**src/hdl/atf_pkg.sv**
```systemverilog
package atf_pkg;

  // ==========================================================
  // Register word offsets of the task-file window
  localparam logic [7:0] ATF_CTRL_OFS = 8'hc8;
  localparam logic [7:0] ATF_RA_DATA_OFS = 8'hcc;
  localparam logic [7:0] ATF_BUF_LO_OFS = 8'hd0;
  localparam logic [7:0] ATF_BUF_HI_OFS = 8'hd4;
  localparam logic [7:0] ATF_RSVD_OFS = 8'hd8;
  localparam logic [7:0] ATF_RA_CNT_OFS = 8'hdc;

  // ==========================================================
  // Reset values and field positions
  localparam logic [31:0] ATF_WORD_RST = 32'h0000_0000;
  localparam logic [7:0] ATF_BYTE_RST = 8'h00;
  localparam logic [6:0] ATF_PEND_RST = 7'h00;
  localparam int ATF_RA_CNT_USED = 16;
  localparam int ATF_CMD_IDX = 6;

  // ==========================================================
  // Byte enable patterns for buffered data accesses
  localparam logic [3:0] ATF_BE_BYTE = 4'h1;
  localparam logic [3:0] ATF_BE_HALF = 4'ha;
  localparam logic [3:0] ATF_BE_HALF_ALT = 4'h3;
  localparam logic [3:0] ATF_BE_WORD = 4'hf;

  // ==========================================================
  // Access size codes carried to the drive side
  localparam logic [1:0] ATF_SIZE_BYTE = 2'h0;
  localparam logic [1:0] ATF_SIZE_HALF = 2'h1;
  localparam logic [1:0] ATF_SIZE_WORD = 2'h2;

  // Drive-side register selects; 0..6 follow forwarding order
  typedef enum logic [3:0] {
    ATF_SEL_FEAT = 4'h0,
    ATF_SEL_SECCNT = 4'h1,
    ATF_SEL_SECNUM = 4'h2,
    ATF_SEL_CYLLO = 4'h3,
    ATF_SEL_CYLHI = 4'h4,
    ATF_SEL_DEVHEAD = 4'h5,
    ATF_SEL_CMD = 4'h6,
    ATF_SEL_DATA = 4'h7,
    ATF_SEL_DEVCTL = 4'h8
  } atf_sel_type;

  typedef struct packed {
    atf_sel_type sel;
    logic [1:0] size;
    logic [31:0] data;
  } atf_ata_wr_type;

  typedef struct packed {
    logic [7:0] status;
    logic [7:0] error;
    logic [7:0] alt_status;
  } atf_drv_stat_type;

endpackage : atf_pkg

```
**src/hdl/atf_task_file_port.sv**
```systemverilog
`timescale 1ns/10ps
// Overview of operation
// Control/status word takes single-byte accesses only
// Control word upper byte, low half read zero
// Lane two write loads device control
// Lane two read returns auxiliary status
// Read-ahead port: 8/16/32-bit, lane-zero aligned
// Lane zero enable alone means byte data
// Lanes one and three mean halfword data
// All four lanes mean full word data
// Sector number only with lane three enable
// Sector count only with lane two enable
// Lane one write loads write-only features
// Lane one read returns read-only error
// Second word top byte write loads command
// Second word top byte read returns status
// Device/head byte is read/write
// Cylinder high and low bytes read/write
// Word after buffered pair reads as don't-care
// Buffered pair is the command-buffered path
// Command-active flag set on command, cleared after
// Read-ahead count uses low sixteen bits only
// Buffered bytes forwarded ascending, command last
module atf_task_file_port #(
  parameter int BUF_DEPTH = 2
) (
  input wire logic ref_clk,
  input wire logic rst_n,
  input wire logic ce,
  input wire logic reg_req,
  input wire logic reg_wr,
  input wire logic [7:0] reg_addr,
  input wire logic [3:0] reg_be,
  input wire logic [31:0] reg_wdata,
  output logic [31:0] reg_rdata,
  output logic reg_ack,
  input wire atf_pkg::atf_drv_stat_type drv_stat,
  output logic ata_wr_valid,
  input wire logic ata_wr_ready,
  output atf_pkg::atf_ata_wr_type ata_wr,
  input wire logic ra_valid,
  output logic ra_ready,
  input wire logic [31:0] ra_data,
  output logic cmd_active,
  output logic [15:0] ra_count_pio
);

  localparam int EW = $bits(atf_pkg::atf_ata_wr_type);

  atf_pkg::atf_drv_stat_type stat_s;
  atf_pkg::atf_ata_wr_type in_entry;
  logic [7:0] tf_byte [7];
  logic [31:0] data_shadow;
  logic [31:0] ra_count;
  logic [6:0] pend;
  logic [6:0] next_pend;
  logic [2:0] pend_idx;
  logic in_valid;
  logic in_ready;
  logic take;
  logic stall;
  logic go;
  logic hit_ctrl;
  logic hit_ra;
  logic hit_lo;
  logic hit_hi;
  logic hit_rsvd;
  logic hit_cnt;
  logic be_one;
  logic be_data;
  logic direct_push;
  logic cmd_out;
  logic [1:0] be_size;

  // ==========================================================
  // Drive status arrives from pins; caught through two stages
  atf_sync2 #(
    .W($bits(atf_pkg::atf_drv_stat_type))
  ) u_stat_sync (
    .ref_clk(ref_clk),
    .rst_n(rst_n),
    .ce(ce),
    .async_in(drv_stat),
    .sync_out(stat_s)
  );

  // ==========================================================
  // Address and byte enable decode
  assign hit_ctrl = (reg_addr == atf_pkg::ATF_CTRL_OFS);
  assign hit_ra = (reg_addr == atf_pkg::ATF_RA_DATA_OFS);
  assign hit_lo = (reg_addr == atf_pkg::ATF_BUF_LO_OFS);
  assign hit_hi = (reg_addr == atf_pkg::ATF_BUF_HI_OFS);
  assign hit_rsvd = (reg_addr == atf_pkg::ATF_RSVD_OFS);
  assign hit_cnt = (reg_addr == atf_pkg::ATF_RA_CNT_OFS);
  assign be_one = $onehot(reg_be);
  // Both halfword patterns taken; the printed one may be a misprint
  assign be_data = (reg_be == atf_pkg::ATF_BE_BYTE) ||
                   (reg_be == atf_pkg::ATF_BE_HALF) ||
                   (reg_be == atf_pkg::ATF_BE_HALF_ALT) ||
                   (reg_be == atf_pkg::ATF_BE_WORD);

  // Data width from the enables, always lane-zero aligned
  always_comb begin
    if (reg_be == atf_pkg::ATF_BE_WORD) begin
      be_size = atf_pkg::ATF_SIZE_WORD;
    end else if (reg_be == atf_pkg::ATF_BE_BYTE) begin
      be_size = atf_pkg::ATF_SIZE_BYTE;
    end else begin
      be_size = atf_pkg::ATF_SIZE_HALF;
    end
  end

  // ==========================================================
  // Request acceptance; writes that feed the drive wait for room
  assign take = reg_req && !reg_ack && ce;
  always_comb begin
    if (!reg_wr && hit_ra) begin
      stall = !ra_valid;
    end else if (reg_wr && (hit_ctrl || hit_ra || hit_lo || hit_hi)) begin
      stall = (pend != atf_pkg::ATF_PEND_RST) || !in_ready;
    end else begin
      stall = 1'b0;
    end
  end
  assign go = take && !stall;
  assign ra_ready = go && !reg_wr && hit_ra;

  // Immediate pushes: device control, read-ahead and buffered data
  always_comb begin
    direct_push = 1'b0;
    in_entry.sel = atf_pkg::ATF_SEL_DATA;
    in_entry.size = be_size;
    in_entry.data = reg_wdata;
    if (go && reg_wr && hit_ctrl && be_one && reg_be[2]) begin
      direct_push = 1'b1;
      in_entry.sel = atf_pkg::ATF_SEL_DEVCTL;
      in_entry.size = atf_pkg::ATF_SIZE_BYTE;
      in_entry.data = {24'h00_0000, reg_wdata[23:16]};
    end else if (go && reg_wr && (hit_ra || hit_lo) && be_data) begin
      direct_push = 1'b1;
    end else if (pend != atf_pkg::ATF_PEND_RST) begin
      in_entry.sel = atf_pkg::atf_sel_type'({1'b0, pend_idx});
      in_entry.size = atf_pkg::ATF_SIZE_BYTE;
      in_entry.data = {24'h00_0000, tf_byte[pend_idx]};
    end
  end
  assign in_valid = direct_push || (pend != atf_pkg::ATF_PEND_RST);

  // Lowest pending byte first; command sits at the top index
  always_comb begin
    pend_idx = 3'(atf_pkg::ATF_CMD_IDX);
    for (int i = atf_pkg::ATF_CMD_IDX; i >= 0; i--) begin
      if (pend[i]) begin
        pend_idx = 3'(i);
      end
    end
  end

  // ==========================================================
  // Buffer toward the drive so a stalled drive loses no byte
  atf_pipe_buf #(
    .W(EW),
    .DEPTH(BUF_DEPTH)
  ) u_wr_buf (
    .ref_clk(ref_clk),
    .rst_n(rst_n),
    .ce(ce),
    .in_valid(in_valid),
    .in_ready(in_ready),
    .in_data(in_entry),
    .out_valid(ata_wr_valid),
    .out_ready(ata_wr_ready),
    .out_data(ata_wr)
  );

  // ==========================================================
  // Pending mask: buffered lane writes queue, pushes retire them
  always_comb begin
    next_pend = pend;
    if (in_valid && in_ready && !direct_push) begin
      next_pend[pend_idx] = 1'b0;
    end
    if (go && reg_wr && hit_lo && !be_data) begin
      next_pend[0] = reg_be[1];
      next_pend[1] = reg_be[2];
      next_pend[2] = reg_be[3];
    end else if (go && reg_wr && hit_hi) begin
      next_pend[3] = reg_be[0];
      next_pend[4] = reg_be[1];
      next_pend[5] = reg_be[2];
      next_pend[6] = reg_be[3];
    end
  end

  always_ff @(posedge ref_clk or negedge rst_n) begin
    if (!rst_n) begin
      pend <= atf_pkg::ATF_PEND_RST;
    end else if (ce) begin
      pend <= next_pend;
    end
  end

  // Shadow task-file bytes, each only under its own lane
  always_ff @(posedge ref_clk or negedge rst_n) begin
    if (!rst_n) begin
      for (int i = 0; i <= atf_pkg::ATF_CMD_IDX; i++) begin
        tf_byte[i] <= atf_pkg::ATF_BYTE_RST;
      end
      data_shadow <= atf_pkg::ATF_WORD_RST;
    end else if (go && reg_wr && hit_lo) begin
      if (be_data) begin
        data_shadow <= reg_wdata;
      end else begin
        for (int i = 1; i < 4; i++) begin
          if (reg_be[i]) begin
            tf_byte[i - 1] <= reg_wdata[8 * i +: 8];
          end
        end
      end
    end else if (go && reg_wr && hit_hi) begin
      for (int i = 0; i < 4; i++) begin
        if (reg_be[i]) begin
          tf_byte[i + 3] <= reg_wdata[8 * i +: 8];
        end
      end
    end
  end

  // ==========================================================
  // Command-active flag; a new command wins over the clear
  assign cmd_out = ata_wr_valid && ata_wr_ready && (ata_wr.sel == atf_pkg::ATF_SEL_CMD);
  always_ff @(posedge ref_clk or negedge rst_n) begin
    if (!rst_n) begin
      cmd_active <= 1'b0;
    end else if (ce) begin
      if (go && reg_wr && hit_hi && reg_be[3]) begin
        cmd_active <= 1'b1;
      end else if (cmd_out) begin
        cmd_active <= 1'b0;
      end
    end
  end

  // Read-ahead count; PIO mode sees the low half only
  always_ff @(posedge ref_clk or negedge rst_n) begin
    if (!rst_n) begin
      ra_count <= atf_pkg::ATF_WORD_RST;
    end else if (go && reg_wr && hit_cnt) begin
      for (int i = 0; i < 4; i++) begin
        if (reg_be[i]) begin
          ra_count[8 * i +: 8] <= reg_wdata[8 * i +: 8];
        end
      end
    end
  end
  assign ra_count_pio = ra_count[atf_pkg::ATF_RA_CNT_USED-1:0];

  // ==========================================================
  // Read data and acknowledge, one cycle after acceptance
  always_ff @(posedge ref_clk or negedge rst_n) begin
    if (!rst_n) begin
      reg_rdata <= atf_pkg::ATF_WORD_RST;
      reg_ack <= 1'b0;
    end else if (ce) begin
      reg_ack <= go;
      if (go && !reg_wr) begin
        reg_rdata <= atf_pkg::ATF_WORD_RST;
        if (hit_ctrl && be_one && reg_be[2]) begin
          reg_rdata[23:16] <= stat_s.alt_status;
        end else if (hit_ra) begin
          reg_rdata <= ra_data;
        end else if (hit_lo && be_data) begin
          reg_rdata <= data_shadow;
        end else if (hit_lo) begin
          reg_rdata <= {reg_be[3] ? tf_byte[2] : 8'h00,
                        reg_be[2] ? tf_byte[1] : 8'h00,
                        reg_be[1] ? stat_s.error : 8'h00, 8'h00};
        end else if (hit_hi) begin
          reg_rdata <= {stat_s.status, tf_byte[5], tf_byte[4], tf_byte[3]};
        end else if (hit_cnt) begin
          reg_rdata <= ra_count;
        end
        // Reserved word and unmapped offsets read zero
      end
    end
  end

  // ==========================================================
  // Checks
  ctrl_reserved_zero_a: assert property (
    @(posedge ref_clk) disable iff (!rst_n)
    go && !reg_wr && hit_ctrl |=> reg_rdata[31:24] == 8'h00 && reg_rdata[15:0] == 16'h0000)
    else $error("control word reserved bits not zero");

  altstat_read_a: assert property (
    @(posedge ref_clk) disable iff (!rst_n)
    go && !reg_wr && hit_ctrl && reg_be == 4'h4 |=>
      reg_ack && reg_rdata[23:16] == $past(stat_s.alt_status))
    else $error("aux status not returned");

  devctl_push_a: assert property (
    @(posedge ref_clk) disable iff (!rst_n)
    go && reg_wr && hit_ctrl && reg_be == 4'h4 |->
      in_valid && in_entry.sel == atf_pkg::ATF_SEL_DEVCTL && in_entry.data[7:0] == reg_wdata[23:16])
    else $error("device control not forwarded");

  ctrl_multi_be_a: assert property (
    @(posedge ref_clk) disable iff (!rst_n)
    go && reg_wr && hit_ctrl && reg_be != 4'h4 |-> !direct_push)
    else $error("multi-byte control write acted on");

  features_load_a: assert property (
    @(posedge ref_clk) disable iff (!rst_n)
    go && reg_wr && hit_lo && reg_be == 4'h2 |=> pend[0] && tf_byte[0] == $past(reg_wdata[15:8]))
    else $error("features byte not queued");

  secnum_lane_a: assert property (
    @(posedge ref_clk) disable iff (!rst_n)
    go && reg_wr && hit_lo && reg_be == 4'h8 |=> pend == 7'h04)
    else $error("sector number queue wrong");

  status_read_a: assert property (
    @(posedge ref_clk) disable iff (!rst_n)
    go && !reg_wr && hit_hi |=> reg_rdata[31:24] == $past(stat_s.status))
    else $error("status not returned");

  cmd_last_a: assert property (
    @(posedge ref_clk) disable iff (!rst_n)
    in_valid && in_ready && in_entry.sel == atf_pkg::ATF_SEL_CMD |-> pend[5:0] == 6'h00)
    else $error("command forwarded before other bytes");

  cmd_flag_a: assert property (
    @(posedge ref_clk) disable iff (!rst_n)
    go && reg_wr && hit_hi && reg_be[3] |=> cmd_active ##1 (cmd_active || $past(cmd_out)))
    else $error("command flag not held");

  ra_count_low_a: assert property (
    @(posedge ref_clk) disable iff (!rst_n)
    go && reg_wr && hit_cnt && reg_be == 4'hf |=> ra_count_pio == $past(reg_wdata[15:0]))
    else $error("read-ahead count low half wrong");

  rsvd_read_a: assert property (
    @(posedge ref_clk) disable iff (!rst_n)
    go && !reg_wr && hit_rsvd |=> reg_rdata == 32'h0000_0000)
    else $error("reserved word not zero");

endmodule : atf_task_file_port

```
**src/hdl/atf_sync2.sv**
```systemverilog
`timescale 1ns/10ps
module atf_sync2 #(
  parameter int W = 8
) (
  input wire logic ref_clk,
  input wire logic rst_n,
  input wire logic ce,
  input wire logic [W-1:0] async_in,
  output logic [W-1:0] sync_out
);

  logic [W-1:0] meta;

  // ==========================================================
  // Two-stage catch; only the second stage is read
  always_ff @(posedge ref_clk or negedge rst_n) begin
    if (!rst_n) begin
      meta <= '0;
      sync_out <= '0;
    end else if (ce) begin
      meta <= async_in;
      sync_out <= meta;
    end
  end

endmodule : atf_sync2

```
**src/hdl/atf_pipe_buf.sv**
```systemverilog
`timescale 1ns/10ps
module atf_pipe_buf #(
  parameter int W = 38,
  parameter int DEPTH = 2
) (
  input wire logic ref_clk,
  input wire logic rst_n,
  input wire logic ce,
  input wire logic in_valid,
  output logic in_ready,
  input wire logic [W-1:0] in_data,
  output logic out_valid,
  input wire logic out_ready,
  output logic [W-1:0] out_data
);

  localparam int PW = (DEPTH > 1) ? $clog2(DEPTH) : 1;

  logic [W-1:0] mem [DEPTH];
  logic [PW-1:0] wr_ptr;
  logic [PW-1:0] rd_ptr;
  logic [PW:0] fill;
  logic push;
  logic pop;

  // Honest flags; stalls come straight from the fill count
  assign in_ready = (fill != (PW + 1)'(DEPTH));
  assign out_valid = (fill != '0);
  assign out_data = mem[rd_ptr];
  assign push = in_valid && in_ready && ce;
  assign pop = out_valid && out_ready && ce;

  // ==========================================================
  // Storage, written only on an accepted push
  always_ff @(posedge ref_clk) begin
    if (push) begin
      mem[wr_ptr] <= in_data;
    end
  end

  // Pointers wrap at the depth, not at a power of two
  always_ff @(posedge ref_clk or negedge rst_n) begin
    if (!rst_n) begin
      wr_ptr <= '0;
      rd_ptr <= '0;
      fill <= '0;
    end else begin
      if (push) begin
        wr_ptr <= (wr_ptr == PW'(DEPTH - 1)) ? '0 : wr_ptr + 1'b1;
      end
      if (pop) begin
        rd_ptr <= (rd_ptr == PW'(DEPTH - 1)) ? '0 : rd_ptr + 1'b1;
      end
      if (push && !pop) begin
        fill <= fill + 1'b1;
      end else if (pop && !push) begin
        fill <= fill - 1'b1;
      end
    end
  end

endmodule : atf_pipe_buf

```
**config.mk**
```make
export PLATFORM = sky130hd
export DESIGN_NAME = atf_task_file_port
export DESIGN_NICKNAME = d
export VERILOG_FILES = /design/src/hdl/atf_pkg.sv /design/src/hdl/atf_task_file_port.sv /design/src/hdl/atf_sync2.sv /design/src/hdl/atf_pipe_buf.sv
export SDC_FILE = /design/constraint.sdc
export NUM_CORES = 1
export LEC_CHECK = 0
export BUFFER_PORTS_ARGS = -buffer_cell sky130_fd_sc_hd__buf_2
export CAP_MARGIN = 25
export CORE_MARGIN = 3
export CORE_UTILIZATION = 25
export CTS_CLUSTER_DIAMETER = 200
export DETAILED_ROUTE_END_ITERATION = 10
export GPL_ROUTABILITY_DRIVEN = 0
export PLACE_DENSITY = 0.43
export SYNTH_ARGS = -nofsm -noshare
export SYNTH_HDL_FRONTEND = slang
export SYNTH_SLANG_ARGS = --single-unit
```
**constraint.sdc**
```tcl
create_clock -name ref_clk -period 11.2 [get_ports ref_clk]
set_clock_uncertainty 0.15 [all_clocks]
set_input_delay 1.12 -clock ref_clk [delete_from_list [all_inputs] [get_ports ref_clk]]
set_output_delay 1.12 -clock ref_clk [all_outputs]
set_load 0.005 [all_outputs]
```
==> summary.txt <==
Global routing
  – GRT busiest layer: met2
  – Initial antenna violation count: 9
  – Met3 Usage GRT: 3.785%
  – Largest net degree at the start of global routing: 89
  – GRT met2 Usage: 23.34%
  – GRT Residual Overflow: 0
  – First-pass GRT wire length: 64,780 µm
  – Total GRT Usage: 15.48%
  – Vias in the first global route: 9,313
  – GRT met1 Usage: 21.94%

Cells and area
  – Layout area overhead: 20.98%
  – Layout cells sized above 1: 38.98%
  – Fillers: 5,368
  – Layout Nets: 1,325

Logic synthesis
  – Syn Nets: 1,158
  – Mapped Cells: 1,044
  – Simple-gate share of the synthesized area: 9.380%
  – Mux share of post-synthesis cell area: 18.50%
  – Mapped cell area: 13,340 µm²
  – Synth Area in Compound Gates: 10.25%
  – Mean Syn Cell Area: 12.78 µm²
  – Adder-Cell Fraction of Synth Area: 0.7129%
  – Asr flop ratio synth: 73.70%
  – Post-synthesis xor/xnor area fraction: 0.3940%
  – Largest area contributor in the netlist: dfrtp_1
  – Largest family of logic cells by synthesized area: multiplexers
  – Synth cell types: 64
  – Post-synth top cells: dfrtp_1 (213), mux2_2 (191), edfxtp_1 (76), nand2_1 (62), o21ai_0 (62)
  – Seq/Total Area, Yosys: 57.07%
  – Post-synth EDFFs: 76
  – #FFs+latches synth: 289
  – Top FF cell, synth: dfrtp_1
  – Ys Warns: 0
  – Post-synth top area share: 39.96%
  – Most common cell in the netlist: dfrtp_1
  – Area contributors post-synth: dfrtp_1 (40%), edfxtp_1 (17%), mux2_2 (16%)

Die
  – Die Width: 237.0 µm
  – Rows: 84
  – # IOs: 197
  – Initial Utilization: 25.33%
  – Core area: 52,660 µm²
  – Die Ht: 237.0 µm
  – DIE AREA: 56,160 µm²

Route
  – Remaining DRCs: 0
  – Routed len/inst: 22.87 µm
  – Vias/cell: 4.785
  – Detailed-route wire length: 44,050 µm
  – Initial drt markers: 596
  – Initial DRT Pass Iterations: 5
  – Via count: 9,215
  – ANT nets after route: 0

STA
  – Fin crit period: 4557 ps
  – Fin. Hold Viols: 0
  – Worst-margin pin slew: 975.9 ps
  – Fin. max-slew vios: 0
  – Unrepaired setup endpoints after global routing: no
  – Final worst slack: 6643 ps
  – Slew headroom: 34.94%
  – Max Clock Freq: 219.5 MHz
  – Final worst-path cycle share: 40.69%
  – Final setup viols: 0
  – Setup Total Neg Slack: 0 ps
  – Hold slack final: 326.8 ps

Critical path
  – Critical-path maximum fanout: 22
  – Worst Setup EP: u_wr_buf.mem[1][6]
  – Crit start category: primary input
  – Worst path slowest cell: and2_2
  – Critical path required time: 11,270 ps
  – R2R Path Start: pend[0]
  – CP startpoint: reg_be[3]
  – RR Endpoint: data_shadow[0]
  – Reg2Reg Depth: 5
  – Worst Setup End Kind: flop
  – Worst-path cell chain: buf_2 > inv_1 > fa_1 > inv_1 > ha_1 > ha_1 > nor4bb_1 > and4_1 > a21oi_1 > a21oi_2 > and2_2 > buf_12
  – R2R Setup Slk: 7230 ps
  – Critical path data arrival time: 4630 ps
  – Max incr delay on CP: 550 ps
  – Crit path buf inv count: 4
  – Critical path class: in -> reg
  – Delay-heaviest family, CP: simple AND/OR/NAND/NOR gates
  – WP depth: 12

CTS
  – Root buf cell: clkbuf_16
  – Htree depth: 2
  – Hold Buf Count CTS: 0
  – CTS tree: yes
  – Clk slew on worst S/H paths: 60 ps
  – Clock buffer depth: 3
  – CTS Buf Count: 36
  – TritonCTS Sinks: 289
  – Post-cts sizing count: 0
  – Post-CTS setup buffer count: 0
  – Worst-Skew Late Latency: 530 ps

Placement
  – IO buf count: 196
  – Pre-CTS setup slack: 6057 ps
  – HPWL after DPL: 32,050 µm

Power and ir drop
  – VDD IR-drop max: 0.0001078 V
  – P per Cell Area: 177.7 nW/µm²
  – Pleak: 7.088 nW

Flow run
  – Max-cap check violation count: 0

Run status
  – Status: finished, final reports clean

Min path
  – Min-Delay Path Class: reg -> reg
## final cells by class
class / count / area, µm² / area share, %
multi-input cells: 652 / 5268 / 32.64
flip-flops and latches: 289 / 7614 / 47.18
clock buffers: 49 / 1011 / 6.265
clock inverters: 12 / 142.6 / 0.8839
inverters: 20 / 75.07 / 0.4652
repair buffers: 212 / 1157 / 7.172
diodes: 4 / 10.01 / 0.06203
well taps: 688 / 860.8 / 5.334
## power by group
| part | switching (mW) | internal [mW] | leakage, nW |
|---|---|---|---|
| clock network | 0.452 | 0.700 | 0.563 |
| registers | 0.0627 | 1.19 | 3.53 |
| logic | 0.260 | 0.205 | 3.00 |
## tightest hold or removal path, cell delays in order (launching register included)
cell and delay [ps]:
dfrtp_1 340, nand2_1 50, o31ai_1 50
## layout by cell type, fill, tap and decap left out, types with 9 or more instances in the layout
master	instances
a32oi_1	9
inv_1	20
buf_2	195
nor2_1	27
a221oi_1	16
mux2_1	21
nand3_1	27
o31ai_1	30
dfrtp_1	212
clkbuf_16	37
and2_1	31
a21oi_1	19
mux2_2	191
nand2_1	62
o21ai_0	61
edfxtp_1	76
buf_4	11
nand2b_1	17
## worst min-delay path by stage
stage                                  to  depth (start not counted)       startpoint
after floorplan           u_wr_buf.wr_ptr                          1  u_wr_buf.wr_ptr
after global placement      reg_rdata[15]                          2    reg_rdata[15]
after detailed placement    reg_rdata[12]                          2    reg_rdata[12]
after CTS                   reg_rdata[24]                          2    reg_rdata[24]
after global routing      data_shadow[22]                          1  data_shadow[22]
final                        reg_rdata[7]                          2     reg_rdata[7]
## logic make-up after synthesis
kind of cell	Yosys count
AOI/OAI and AO/OA	198
xor gates and xnor gates	6
adders and majority gates	7
buffers and inverters	103
DFF	289
muxes	220
and+or+nand+nor	221
## layer usage
metal,wire [µm],vias to the layer above
met5,36,-
met4,1084,8
met3,2629,62
met2,19540,245
met1,20760,4699
li1,-,4201
## state kept, by name, summed over array words and instances, names as in the netlist
signal                flops
u_stat_sync.sync_out     24
u_stat_sync.meta         24
pend                      7
u_wr_buf.fill             2
u_wr_buf.mem             76
u_wr_buf.rd_ptr           1
reg_ack                   1
tf_byte                  56
cmd_active                1
reg_rdata                32
u_wr_buf.wr_ptr           1
ra_count                 32
data_shadow              32
## through the flow
stage | std cells | instance area, µm² | power [mW] | util [%]
3_5_place_dp | 1858 | 14920 | 1.749 | 28.34
5_1_grt | 1925 | 16140 | 3.015 | 30.64
6_report | 1926 | 16140 | 2.867 | 30.65
2_1_floorplan | 1044 | 13340 | 1.515 | -
4_1_cts | 1919 | 16070 | 2.923 | 30.53
3_3_place_gp | 1856 | 14890 | 1.742 | 28.28
No activity file was read; power rests on OpenSTA's default activity.
